--- src/include/prescaler_value_defines.svh ---
`ifndef PRESCALER_VALUE_DEFINES_SVH
`define PRESCALER_VALUE_DEFINES_SVH

// register offsets on the peripheral bus
`define PRESCALER_VALUE_OFS_CONTROL 16'hec00
`define PRESCALER_VALUE_OFS_PRESC_LOW 16'hec06
`define PRESCALER_VALUE_OFS_PRESC_HIGH 16'hec08
`define PRESCALER_VALUE_OFS_DIV_LOW 16'hec0a
`define PRESCALER_VALUE_OFS_DIV_HIGH 16'hec0c

// control bit positions
`define PRESCALER_VALUE_BIT_SWITCH_OFF 7
`define PRESCALER_VALUE_BIT_ALARM_EN 3
`define PRESCALER_VALUE_BIT_ALARM_REQ 2
`define PRESCALER_VALUE_BIT_TICK_EN 1
`define PRESCALER_VALUE_BIT_TICK_REQ 0

`define PRESCALER_VALUE_CONTROL_RESET 8'h00
`define PRESCALER_VALUE_PREDIV_RATIO 7'h40
`define PRESCALER_VALUE_PREDIV_LAST 6'h3f
`define PRESCALER_VALUE_DIV_WRAP 20'h00000
`define PRESCALER_VALUE_DIV_ONE 20'h00001
`define PRESCALER_VALUE_HIGH_WIDTH 4
`define PRESCALER_VALUE_LOW_WIDTH 16

`endif

--- src/include/prescaler_value_pkg.sv ---
package prescaler_value_pkg;

    // peripheral bus request toward the block
    typedef struct packed {
        logic sel;
        logic wr;
        logic rd;
        logic [1:0] be;
        logic [15:0] addr;
        logic [15:0] wdata;
    } prescaler_value_bus_req_t;

    typedef struct packed {
        logic switch_off;
        logic alarm_en;
        logic alarm_req;
        logic tick_en;
        logic tick_req;
    } prescaler_value_ctrl_t;

endpackage : prescaler_value_pkg

--- src/rtl/prescaler_value_timecount.sv ---
`timescale 1ns/1ps
`include "prescaler_value_defines.svh"

// 32-bit time counter and alarm compare, driven by the reference tick
module prescaler_value_timecount #(
    parameter int CW = 32
) (
    input wire logic clk,
    input wire logic tick,
    input wire logic load_time,
    input wire logic [CW-1:0] time_value,
    input wire logic load_alarm,
    input wire logic [CW-1:0] alarm_value,
    output logic [CW-1:0] count,
    output logic match
);
    typedef struct packed {
        logic [CW-1:0] count;
        logic [CW-1:0] alarm;
        logic match;
    } prescaler_value_tc_state_t;

    prescaler_value_tc_state_t s_r;
    prescaler_value_tc_state_t s_nxt;

    // not reset: timekeeping survives system reset
    always_comb
    begin
        s_nxt = s_r;
        s_nxt.match = 1'b0;
        if (load_time)
        begin
            s_nxt.count = time_value;
        end
        else if (tick)
        begin
            s_nxt.count = s_r.count + 1'b1;
            s_nxt.match = ((s_r.count + 1'b1) == s_r.alarm);
        end
        if (load_alarm)
        begin
            s_nxt.alarm = alarm_value;
        end
    end

    always_ff @(posedge clk)
    begin
        s_r <= s_nxt;
    end

    assign count = s_r.count;
    assign match = s_r.match;
endmodule : prescaler_value_timecount

--- src/rtl/prescaler_value_top.sv ---
`timescale 1ns/1ps
`include "prescaler_value_defines.svh"

module prescaler_value_top
    import prescaler_value_pkg::*;
#(
    parameter int PW = 20
) (
    // clock and reset
    input wire logic CORE_CLK,
    input wire logic RESET,
    // peripheral bus
    input wire prescaler_value_pkg::prescaler_value_bus_req_t BUS_REQ,
    output logic [15:0] BUS_RDATA,
    output logic BUS_RVALID,
    // time counter and alarm loading, power-down request
    input wire logic TIME_LOAD,
    input wire logic [31:0] TIME_VALUE,
    input wire logic ALARM_LOAD,
    input wire logic [31:0] ALARM_VALUE,
    input wire logic POWER_DOWN,
    // outputs
    output logic [31:0] TIME_COUNT,
    output logic TICK_INTERRUPT,
    output logic ALARM_INTERRUPT,
    output logic OSC_ENABLE,
    output logic REF_TICK
);
    import prescaler_value_pkg::*;

    typedef struct packed {
        prescaler_value_ctrl_t ctrl;
        logic [15:0] rdata;
        logic rvalid;
        logic tick_irq;
        logic alarm_irq;
        logic osc_en;
        logic ref_tick;
        logic [31:0] time_out;
    } prescaler_value_rst_state_t;

    // unreset timekeeping state
    typedef struct packed {
        logic [PW-1:0] presc;
        logic [PW-1:0] div;
        logic [5:0] prediv;
    } prescaler_value_keep_state_t;

    prescaler_value_rst_state_t s_r;
    prescaler_value_rst_state_t s_nxt;
    prescaler_value_keep_state_t k_r;
    prescaler_value_keep_state_t k_nxt;
    logic [31:0] count;
    logic match;
    logic tick;

    function automatic logic hit(input prescaler_value_bus_req_t r, input logic [15:0] ofs);
        hit = r.sel && (r.addr == ofs);
    endfunction : hit

    function automatic logic [15:0] merge(input logic [15:0] old, input prescaler_value_bus_req_t r);
        merge = {r.be[1] ? r.wdata[15:8] : old[15:8], r.be[0] ? r.wdata[7:0] : old[7:0]};
    endfunction : merge

    // tick is the wrap of the divider; combinational so counter and flag agree
    always_comb
    begin
        logic [15:0] w;
        logic [PW-1:0] pn;
        logic [PW-1:0] dinc;
        logic pw;
        w = 16'h0000;
        pw = 1'b0;
        pn = k_r.presc;
        dinc = k_r.div + `PRESCALER_VALUE_DIV_ONE;
        k_nxt = k_r;
        s_nxt = s_r;
        tick = 1'b0;
        s_nxt.rvalid = 1'b0;

        if (!s_r.ctrl.switch_off)
        begin
            k_nxt.prediv = k_r.prediv + 6'h01;
            if (k_r.prediv == `PRESCALER_VALUE_PREDIV_LAST)
            begin
                if (dinc == `PRESCALER_VALUE_DIV_WRAP)
                begin
                    k_nxt.div = k_r.presc;
                    tick = 1'b1;
                end
                else
                begin
                    k_nxt.div = dinc;
                end
            end
        end

        if (BUS_REQ.wr && s_r.ctrl.switch_off)
        begin
            if (hit(BUS_REQ, `PRESCALER_VALUE_OFS_PRESC_LOW))
            begin
                w = merge(k_r.presc[15:0], BUS_REQ);
                pn = {k_r.presc[PW-1:16], w};
                pw = 1'b1;
            end
            if (hit(BUS_REQ, `PRESCALER_VALUE_OFS_PRESC_HIGH) && BUS_REQ.be[0])
            begin
                pn = {BUS_REQ.wdata[3:0], k_r.presc[15:0]};
                pw = 1'b1;
            end
        end
        // immediate load
        // every accepted prescaler write reloads: unreset prescaler would compare unknown after power-up,
        // and the divider is stopped anyway while writes are open
        if (pw)
        begin
            k_nxt.presc = pn;
            k_nxt.div = pn;
            // restart predivider so the first period is exact
            k_nxt.prediv = '0;
        end

        // flag writes: zero clears, a set in the same cycle wins
        if (BUS_REQ.wr && hit(BUS_REQ, `PRESCALER_VALUE_OFS_CONTROL) && BUS_REQ.be[0])
        begin
            s_nxt.ctrl.switch_off = BUS_REQ.wdata[`PRESCALER_VALUE_BIT_SWITCH_OFF];
            s_nxt.ctrl.alarm_en = BUS_REQ.wdata[`PRESCALER_VALUE_BIT_ALARM_EN];
            s_nxt.ctrl.alarm_req = BUS_REQ.wdata[`PRESCALER_VALUE_BIT_ALARM_REQ];
            s_nxt.ctrl.tick_en = BUS_REQ.wdata[`PRESCALER_VALUE_BIT_TICK_EN];
            s_nxt.ctrl.tick_req = BUS_REQ.wdata[`PRESCALER_VALUE_BIT_TICK_REQ];
        end
        if (tick)
        begin
            s_nxt.ctrl.tick_req = 1'b1;
        end
        if (match)
        begin
            s_nxt.ctrl.alarm_req = 1'b1;
        end

        s_nxt.tick_irq = s_nxt.ctrl.tick_req && s_nxt.ctrl.tick_en;
        s_nxt.alarm_irq = s_nxt.ctrl.alarm_req && s_nxt.ctrl.alarm_en;
        s_nxt.osc_en = !(POWER_DOWN && s_r.ctrl.switch_off);
        s_nxt.ref_tick = tick;
        s_nxt.time_out = count;

        if (BUS_REQ.rd && BUS_REQ.sel)
        begin
            s_nxt.rvalid = 1'b1;
            unique case (BUS_REQ.addr)
                `PRESCALER_VALUE_OFS_CONTROL:
                    s_nxt.rdata = {8'h00, s_r.ctrl.switch_off, 3'h0, s_r.ctrl.alarm_en,
                        s_r.ctrl.alarm_req, s_r.ctrl.tick_en, s_r.ctrl.tick_req};
                `PRESCALER_VALUE_OFS_PRESC_LOW: s_nxt.rdata = k_r.presc[15:0];
                `PRESCALER_VALUE_OFS_PRESC_HIGH: s_nxt.rdata = {12'h000, k_r.presc[PW-1:16]};
                `PRESCALER_VALUE_OFS_DIV_LOW: s_nxt.rdata = k_r.div[15:0];
                `PRESCALER_VALUE_OFS_DIV_HIGH: s_nxt.rdata = {12'h000, k_r.div[PW-1:16]};
                default: s_nxt.rdata = 16'h0000;
            endcase
        end
    end

    always_ff @(posedge CORE_CLK)
    begin
        if (RESET)
        begin
            s_r <= '0;
        end
        else
        begin
            s_r <= s_nxt;
        end
    end

    // no reset on prescaler and divider
    always_ff @(posedge CORE_CLK)
    begin
        k_r <= k_nxt;
    end

    prescaler_value_timecount #(
        .CW(32)
    ) u_timecount (
        .clk(CORE_CLK),
        .tick(tick),
        .load_time(TIME_LOAD && s_r.ctrl.switch_off),
        .time_value(TIME_VALUE),
        .load_alarm(ALARM_LOAD),
        .alarm_value(ALARM_VALUE),
        .count(count),
        .match(match)
    );

    assign BUS_RDATA = s_r.rdata;
    assign BUS_RVALID = s_r.rvalid;
    assign TICK_INTERRUPT = s_r.tick_irq;
    assign ALARM_INTERRUPT = s_r.alarm_irq;
    assign OSC_ENABLE = s_r.osc_en;
    assign REF_TICK = s_r.ref_tick;
    assign TIME_COUNT = s_r.time_out;
endmodule : prescaler_value_top

--- config.mk ---
export PLATFORM = sky130hd
export DESIGN_NAME = prescaler_value_top
export DESIGN_NICKNAME = d
export VERILOG_FILES = /design/src/include/prescaler_value_pkg.sv /design/src/rtl/prescaler_value_timecount.sv /design/src/rtl/prescaler_value_top.sv
export VERILOG_INCLUDE_DIRS = /design/src /design/src/include
export SDC_FILE = /design/constraint.sdc
export NUM_CORES = 1
export LEC_CHECK = 0
export ABC_AREA = 1
export BUFFER_PORTS_ARGS = -buffer_cell sky130_fd_sc_hd__buf_4
export CAP_MARGIN = 10
export CORE_AREA = 2 2 134 136
export CTS_CLUSTER_DIAMETER = 80
export DETAILED_ROUTE_END_ITERATION = 10
export DIE_AREA = 0 0 136 138
export GPL_ROUTABILITY_DRIVEN = 0
export HOLD_SLACK_MARGIN = 0.1
export PLACE_DENSITY = 0.78
export SYNTH_ARGS = -nofsm -noshare
export SYNTH_HDL_FRONTEND = slang
export SYNTH_SLANG_ARGS = --single-unit
--- constraint.sdc ---
create_clock -name CORE_CLK -period 3.3 [get_ports CORE_CLK]
set_input_delay 0.66 -clock CORE_CLK [delete_from_list [all_inputs] [get_ports CORE_CLK]]
set_output_delay 0.66 -clock CORE_CLK [all_outputs]
set_load 0.02 [all_outputs]
# Yosys cells after proc, flatten, opt, wreduce, memory -nomap -nowiden
# Index checks and enable logic that the tools add are counted.
# totals
elab_cells,70
ff_bits,169
out_inout_bits,53
inputBits,106
# classes
n_addsub,3
bitwise,1
n_reduce_logical,18
n_eq_ne,8
muxes,22
# ops
op,n
"16-bit equality test, second input constant",5
20-bit 2-to-1 mux,4
16-bit case mux with 5 select lines,1
32-bit 2-to-1 mux,2
26-bit 2-to-1 mux,2
"32-bit by 1-bit adder with 32-bit output, second input constant",1
32-bit equality test,1
"20-bit by 1-bit adder with 20-bit output, second input constant",1
20-bit zero test,1
16-bit 2-to-1 mux,1
8-bit 2-to-1 mux,2
1-bit logical AND,12
1-bit 2-to-1 mux,9
"6-bit by 1-bit adder with 6-bit output, second input constant",1
"6-bit equality test, second input constant",1
4-bit 2-to-1 mux,1
2-bit nonzero test,2
"2-bit by 1-bit inequality test with 1-bit output, second input constant",1
2-bit AND reduction,1
2-bit OR reduction,1
1-bit zero test,1
1-bit inverter,1

# Depth between registers and ports, before layout
# Gate-level depths: netlist of the first run.
# logic_depth
depth_word,7
depth_mapped,16
mapped_depth_nobuf,16

# By module
# From an unflattened synthesis of the first run, not the netlist that was laid out.
# unflattened
hier_cells,1370
hier_area_um2,10080.9
# modules_own_cells
module,instances,seq_area_each_um2,cells_each,area_per_inst_um2
prescaler_value_top,1,2482.4,802,5786.8
prescaler_value_timecount,1,1941.9,568,4294.1

# Worst setup path after synthesis of the first run
# No wires, ideal clock.
# synth_timing
path_type,register -> register
start,reg k_r[6] in the netlist's numbering
end,reg u_timecount.s_r (netlist bit u_timecount.count[0]) (enable)
t_arrival_ns,2.403
setup_time_ns,0.389
stages_incl_launch_ff,12
path_slack_ns,0.507
path_cell_list,edfxtp_1 > ha_1 > nand3_2 > inv_2 > nand3b_1 > o21ai_0 > nand2_1 > nor2_1 > nand2_1 > nor2_4 > nand3_1 > nand2_1
# synth_via
elab_chain_len,6
# synth_lines
item,line,source
from (decl),prescaler_value_top.sv:51,prescaler_value_keep_state_t k_r;
from (signal assigned),prescaler_value_top.sv:178,k_r <= k_nxt;
20-bit by 1-bit adder with 20-bit output (no source line),-,
20-bit zero test (no source line),-,
1-bit 2-to-1 mux,prescaler_value_top.sv:86,if (dinc == `PRESCALER_VALUE_DIV_WRAP)
1-bit 2-to-1 mux,prescaler_value_top.sv:84,if (k_r.prediv == `PRESCALER_VALUE_PREDIV_LAST)
1-bit 2-to-1 mux,prescaler_value_top.sv:81,if (!s_r.ctrl.switch_off)
2-bit nonzero test (no source line),-,
to (signal assigned),prescaler_value_timecount.sv:48,s_r <= s_nxt;
to (decl),prescaler_value_timecount.sv:23,prescaler_value_tc_state_t s_r;
# Every way passes these cells.
# A chain may end at the register's enable or synchronous reset.

# Worst setup path after layout of the first run
# layout_timing
start,reg k_r[6] in the netlist's numbering
end,reg u_timecount.s_r (netlist bit u_timecount.count[14]) (enable)
# The elaborated chain is that of the path after synthesis.

==> summary.txt, run 1 <==
Floorplan
  • Die width: approximately 140 microns
  • CORE AREA: 17500 sq um
  • # IOs: ~160
  • Full die area: 18800 sq um
  • Initial Util: between 50% and 60%
  • Die height: 138 microns
  • Rows: 49

Routing
  • Final antenna-violating net count: 0
  • Initial DRT Pass Iterations: 6
  • DR vias: 8728
  • Routed len/inst: between 15 and 20 microns
  • DRC Markers: 0
  • Vias/cell: about 5.4
  • 1st-iter DRT viols: 754
  • Post-Route WL: between 20000 and 25000 microns

Global routing
  • Vias in the first global route: 7958
  • GR Overflow Total: 0
  • Pin count of the biggest net entering global routing: about 50
  • First-pass GRT wire length: between 30000 and 40000 microns
  • Antenna violations before repair: 0
  • Gr usage total: between 20% and 30%

Clock tree
  • Clk root buf: clkbuf_16
  • Clock latency on the worst-skew pair: 430 ps
  • Max Root-Sink Buffers: 2
  • CTS clock-pin slew for the worst setup and hold paths: around 70 ps
  • H-tree Lvls: 4
  • Sink Count: around 170
  • CTS buffer count: 17
  • CTS tree: done
  • # resized after CTS: 0
  • Post-CTS Setup Bufs: 0
  • Hold_buf cts: 0

Worst setup path
  • Slowest cell on crit path: edfxtp_1
  • Worst Setup SP: k_r[6]
  • WP depth: 12
  • Crit path max-delay family: simple AND/OR/NAND/NOR gates
  • Worst path required time: 3430 ps
  • Most used cell, CP: nand2_1
  • Critical path peak fanout: 32
  • Worst R2R Start: k_r[6]
  • WS Path Type: flip-flop to flip-flop
  • Cell chain of the critical path: ha_1 > nand3_2 > inv_2 > nand3b_1 > o21ai_0 > nand2_1 > nor2_1 > nand2_1 > nor2_4 > nand3_1 > nand2_1 > buf_12
  • Crit path DAT: around 3200 ps
  • R2R setup slack: between 200 and 300 ps
  • Setup crit start kind: flip-flop
  • Worst Setup EP: u_timecount.count[14]
  • Crit path buf inv count: 2
  • R2R cell count: 12
  • Nature of the critical path endpoint: flip-flop
  • Crit Reg-Reg Endpoint: u_timecount.count[14]
  • Max stage delay on crit path: 480 ps

Place
  • DP HPWL: 18600 microns
  • Port bufs: about 160

Cells and area
  • N_diodes: 0
  • Fillers: 1554
  • Layout cells sized above 1: approximately 16%
  • Commonest cells after routing, fill and taps aside: 365 x nand2_1, 168 x nor2_1, 168 x buf_4
  • Commonest non-fill, non-tap cell in the layout: nand2_1
  • Final Net Count: ~1.5k
  • Core Util, Final: roughly 63%
  • Synth-to-layout area growth: 17.8%

Yosys
  • Syn_nets: 1362
  • Top FF cell, synth: edfxtp_1
  • Synth cell types: 40
  • Yosys reg bits: between 150 and 200
  • Seq/Total Area, Yosys: a little under half
  • Synth async-reset ratio: 0%
  • Post-Syn Area per Cell: approximately 7.5 sq um
  • Syn Inst Count: 1253
  • Synthesized cell area: 9410 sq um
  • Synth Warn #: 0
  • Number of flops mapped to enable cells by yosys: about 100

STA
  • RSZ-0062 raised after global routing: false
  • Min Clock Period, post-route: ~3000 ps
  • Max transition margin: approximately 28%
  • Worst Clk Skew: roughly 11 ps
  • Slew Limit Fails: 0
  • Worst slew pin tran: about 1100 ps
  • Setup TNS: 0 ps
  • # setup viols final: 0
  • Fmax: 0.328 GHz
  • Final hold viol count: 0
  • Final period util: between 90% and 100%

Run status
  • Outcome: finished clean

Power and ir drop
  • P per Cell Area: 433 nW/um^2
  • Seq pwr share: between 40% and 50%
  • Share of power burned in the clock network: about two fifths
  • Peak VDD IR: around 0.00043 V
  • Combinational Power Share: under 10%
  • Sw Pwr: about 1.2 mW
  • Net Sw Frac: 24.9%
  • P_int: between 3 and 4 mW
  • Leakage power: 5.03 nW

Worst hold path
  • Class of the worst hold path: input pin to flip-flop
  • Min-Delay Path Depth: 2

Job
  • Max-cap violations: 0
[through the flow]
stage | worst slack (ps) | hold WS [ps] | total power, mW | std cells | instance area (sq um)
after global placement | 349 | 455 | 2.85 | 1574 | 10500
after CTS | 340 | 391 | 4.82 | 1606 | 11100
after detailed placement | 309 | 459 | 2.86 | 1574 | 10500
final | 252 | 399 | 4.80 | 1606 | 11100
after floorplan | 507 | 446 | 2.67 | 1253 | 9410
after global routing | 150 | 385 | 4.97 | 1606 | 11100
[power by group through the flow]
stage / registers (mW) / logic, mW / clock network [mW]
after floorplan: 2.42 / 0.247 / 0
after global placement: 2.44 / 0.408 / 0
after detailed placement: 2.44 / 0.414 / 0
after CTS: 2.40 / 0.418 / 2.00
after global routing: 2.41 / 0.464 / 2.10
final: 2.40 / 0.419 / 1.99
[cell families after synthesis]
group | Yosys count | synth area share, %
AND/OR/NAND/NOR | 694 | 31.0
buffers and inverters | 225 | 11.1
flip-flops | 169 | 47.0
AO/OA/AOI/OAI | 143 | 8.62
XOR/XNOR | 19 | 1.92
adder cells (fa/ha/maj) | 3 | 0.399
[worst min-delay path by stage]
stage,start,slack [ps],end
2_1_floorplan,BUS_RDATA[10],450,BUS_RDATA[10]
3_3_place_gp,BUS_RDATA[11],460,BUS_RDATA[11]
3_5_place_dp,BUS_RDATA[13],460,BUS_RDATA[13]
4_1_cts,ALARM_VALUE[1],390,u_timecount.s_r[2]
5_1_grt,ALARM_VALUE[2],380,u_timecount.s_r[3]
6_report,POWER_DOWN,400,OSC_ENABLE
[cells in the mapped netlist (2+ instances only)]
cell	number	share of area, %
nand2_1	365	15
nor2_1	168	6.7
inv_1	147	5.9
edfxtp_1	104	33
nand3_1	89	4.7
o21ai_0	79	4.2
dfxtp_1	65	14
buf_4	48	3.8
clkbuf_1	25	1.0
nand4_1	24	1.6
nor3_1	20	1.1
o22ai_1	20	1.3
a21oi_1	17	0.90
xor2_1	16	1.5
a31oi_1	13	0.86
nand3b_1	11	0.88
nor2_2	4	0.27
nor2_4	4	0.48
ha_1	3	0.40
o21ai_2	3	0.28
o21bai_2	3	0.36
a211oi_1	2	0.16
buf_6	2	0.24
nand2_2	2	0.13
o211ai_1	2	0.16
or2_2	2	0.13
xnor2_1	2	0.19
[registers in the layout, indices dropped and copies added, names as in the netlist]
register	cells
s_r	5
BUS_RVALID	1
TIME_COUNT	32
OSC_ENABLE	1
BUS_RDATA	16
ALARM_INTERRUPT	1
u_timecount.s_r	32
k_r	46
TICK_INTERRUPT	1
u_timecount.count	32
REF_TICK	1
u_timecount.match	1
[worst reg2reg max path: cells and delay by family, from the launching register on]
family          cells  cell delay (ps)
flops               1              480
compound gates      1              220
buf+inv             2              360
fa+ha+maj           1              260
simple gates        8             1400
[per-layer routing]
layer | up-vias | GRT usage, % | share of wire, %
li1 | 4266 | - | -
met1 | 3976 | 37.2 | 42
met2 | 434 | 42.9 | 46
met3 | 52 | 4.11 | 8.6
met4 | 0 | 9.38 | 2.9
met5 | - | 0 | 0
[final cells by class]
| class | instances | area, sq um | area share, % |
|---|---|---|---|
| flip-flops and latches | 169 | 4420 | 39.9 |
| well taps | 229 | 287 | 2.58 |
| multi-input cells | 859 | 3950 | 35.6 |
| clock inverters | 14 | 156 | 1.41 |
| inverters | 148 | 556 | 5.01 |
| repair buffers | 169 | 1280 | 11.6 |
| clock buffers | 18 | 429 | 3.87 |
Power figures use the tool's default switching activity.
==> inputs of run 2 (changes only) <==
Clock period 3.3 ns to 3.8 ns, I/O delays scaled along.
==> summary.txt, run 2 (synthesized netlist as in run 1, its figures left out) <==
Run status
  • Outcome: finished clean

Clock tree
  • Sink Count: 169
  • Clk root buf: clkbuf_16
  • Post-CTS Setup Bufs: 0
  • CTS clock-pin slew for the worst setup and hold paths: about 60 ps
  • Hold_buf cts: 0
  • Max Root-Sink Buffers: 2
  • CTS buffer count: 17
  • # resized after CTS: 0
  • CTS tree: done
  • H-tree Lvls: 4
  • Clock latency on the worst-skew pair: between 400 and 500 ps

Cells and area
  • Commonest non-fill, non-tap cell in the layout: nand2_1
  • Core Util, Final: between 60% and 70%
  • Final Net Count: around 1.5k
  • Reg with most FFs: k_r
  • Layout cells sized above 1: 15.6%
  • N_diodes: 0
  • Synth-to-layout area growth: 17.1%
  • Commonest cells after routing, fill and taps aside: 365 x nand2_1, 168 x nor2_1, 166 x buf_4
  • Largest register FFs: 46

Global routing
  • Gr usage total: a little over a quarter
  • Vias in the first global route: about 8.4k
  • Pin count of the biggest net entering global routing: around 50
  • GR Overflow Total: 0
  • Antenna violations before repair: 0
  • First-pass GRT wire length: about 40000 microns

STA
  • Fmax: 0.348 GHz
  • Worst slew pin tran: 1030 ps
  • Post-route setup slack: around 930 ps
  • Worst Clk Skew: 10.0 ps
  • Slew Limit Fails: 0
  • Setup TNS: 0 ps
  • Final period util: between 70 and 80%
  • Final hold viol count: 0
  • RSZ-0062 raised after global routing: false
  • Min Clock Period, post-route: roughly 2900 ps
  • Max transition margin: 31.0%
  • # setup viols final: 0

Power and ir drop
  • Combinational Power Share: just under 9%
  • Net Sw Frac: a little under a quarter
  • Share of power burned in the clock network: between 40% and 50%
  • P_int: between 3 and 4 mW
  • Leakage power: 4.99 nW
  • Peak VDD IR: approximately 0.00035 V
  • Seq pwr share: 50.9%
  • P per Cell Area: 371 nW/um^2
  • Sw Pwr: approximately 0.97 mW
  • Total Power: between 4 and 5 mW

Floorplan
  • Full die area: 18800 sq um
  • Die height: between 100 and 150 microns
  • Rows: 49
  • CORE AREA: about 18000 sq um
  • Initial Util: a little over half
  • Die width: 136 microns
  • # IOs: between 150 and 200

Routing
  • 1st-iter DRT viols: ~730
  • Routed len/inst: 15.8 microns
  • Vias/cell: ~5.5
  • Post-Route WL: around 25000 microns
  • DR vias: around 9k
  • DRC Markers: 0
  • Final antenna-violating net count: 0
  • Initial DRT Pass Iterations: 7

Worst hold path
  • Class of the worst hold path: flip-flop to flip-flop

Worst setup path
  • Setup crit start kind: flip-flop
  • Cell chain of the critical path: ha_1 > nand3_2 > inv_2 > nand3b_1 > o21ai_0 > nand2_1 > nor2_1 > nand2_1 > nor2_4 > nand3_1 > nand2_1 > buf_4
  • WS Path Type: flip-flop to flip-flop
  • Critical path peak fanout: 32
  • Worst path required time: between 3000 and 4000 ps
  • Crit path DAT: between 2000 and 3000 ps
  • Slowest cell on crit path: edfxtp_1
  • Max stage delay on crit path: ~470 ps
  • Most used cell, CP: nand2_1
  • Nature of the critical path endpoint: flip-flop

Place
  • Worst slack at placement: 923 ps
  • Port bufs: roughly 160
  • DP HPWL: 18800 microns

Job
  • Max-cap violations: 0
## run 2: per-layer routing
| layer | vias to the layer above | global-route usage (%) | share of wire (%) |
|---|---|---|---|
| li1 | 4254 | - | - |
| met1 | 3987 | 35.1 | 41 |
| met2 | 487 | 43.0 | 46 |
| met3 | 83 | 5.28 | 8.8 |
| met4 | 0 | 14.5 | 4.1 |
| met5 | - | 0 | 0 |
## run 2: final timing paths
| kind | end | startpoint | cells past startpoint | slack (ps) |
|---|---|---|---|---|
| hold reg to reg | BUS_RDATA[10] | BUS_RDATA[10] | 2 | 470 |
| setup / recovery | u_timecount.count[31] | k_r[6] | 12 | 930 |
| hold / removal | BUS_RDATA[10] | BUS_RDATA[10] | 2 | 470 |
| setup reg to reg | u_timecount.count[31] | k_r[6] | 12 | 930 |
## run 2: through the flow
| step | std cells | hold slack (ps) | cell area [sq um] |
|---|---|---|---|
| 2_1_floorplan | 1253 | 446 | 9410 |
| 3_3_place_gp | 1571 | 458 | 10500 |
| 3_5_place_dp | 1571 | 456 | 10500 |
| 4_1_cts | 1603 | 467 | 11000 |
| 5_1_grt | 1603 | 480 | 11000 |
| 6_report | 1603 | 471 | 11000 |
## run 2: layout make-up
type                       instances  area [sq um]
clock buffer                      24           494
clock inverter                     8          62.6
fill                            1506          6510
inverter                         148           556
multi-input combinational        859          3950
sequential                       169          4420
tap                              229           287
timing repair buffer             166          1250
## run 2: power groups by stage
stage	clock network (mW)	logic [mW]	registers (mW)
after floorplan	0	0.214	2.11
after global placement	0	0.353	2.12
after detailed placement	0	0.361	2.12
after CTS	1.66	0.364	2.08
after global routing	1.73	0.406	2.09
final	1.64	0.365	2.08
## run 2: critical path: cells and delay by family, from the launching register on
| family | cells | cell delay (ps) |
|---|---|---|
| AND/OR/NAND/NOR | 8 | 1060 |
| buffers and inverters | 2 | 530 |
| flip-flops | 1 | 470 |
| adder cells (fa/ha/maj) | 1 | 260 |
| AO/OA/AOI/OAI | 1 | 180 |
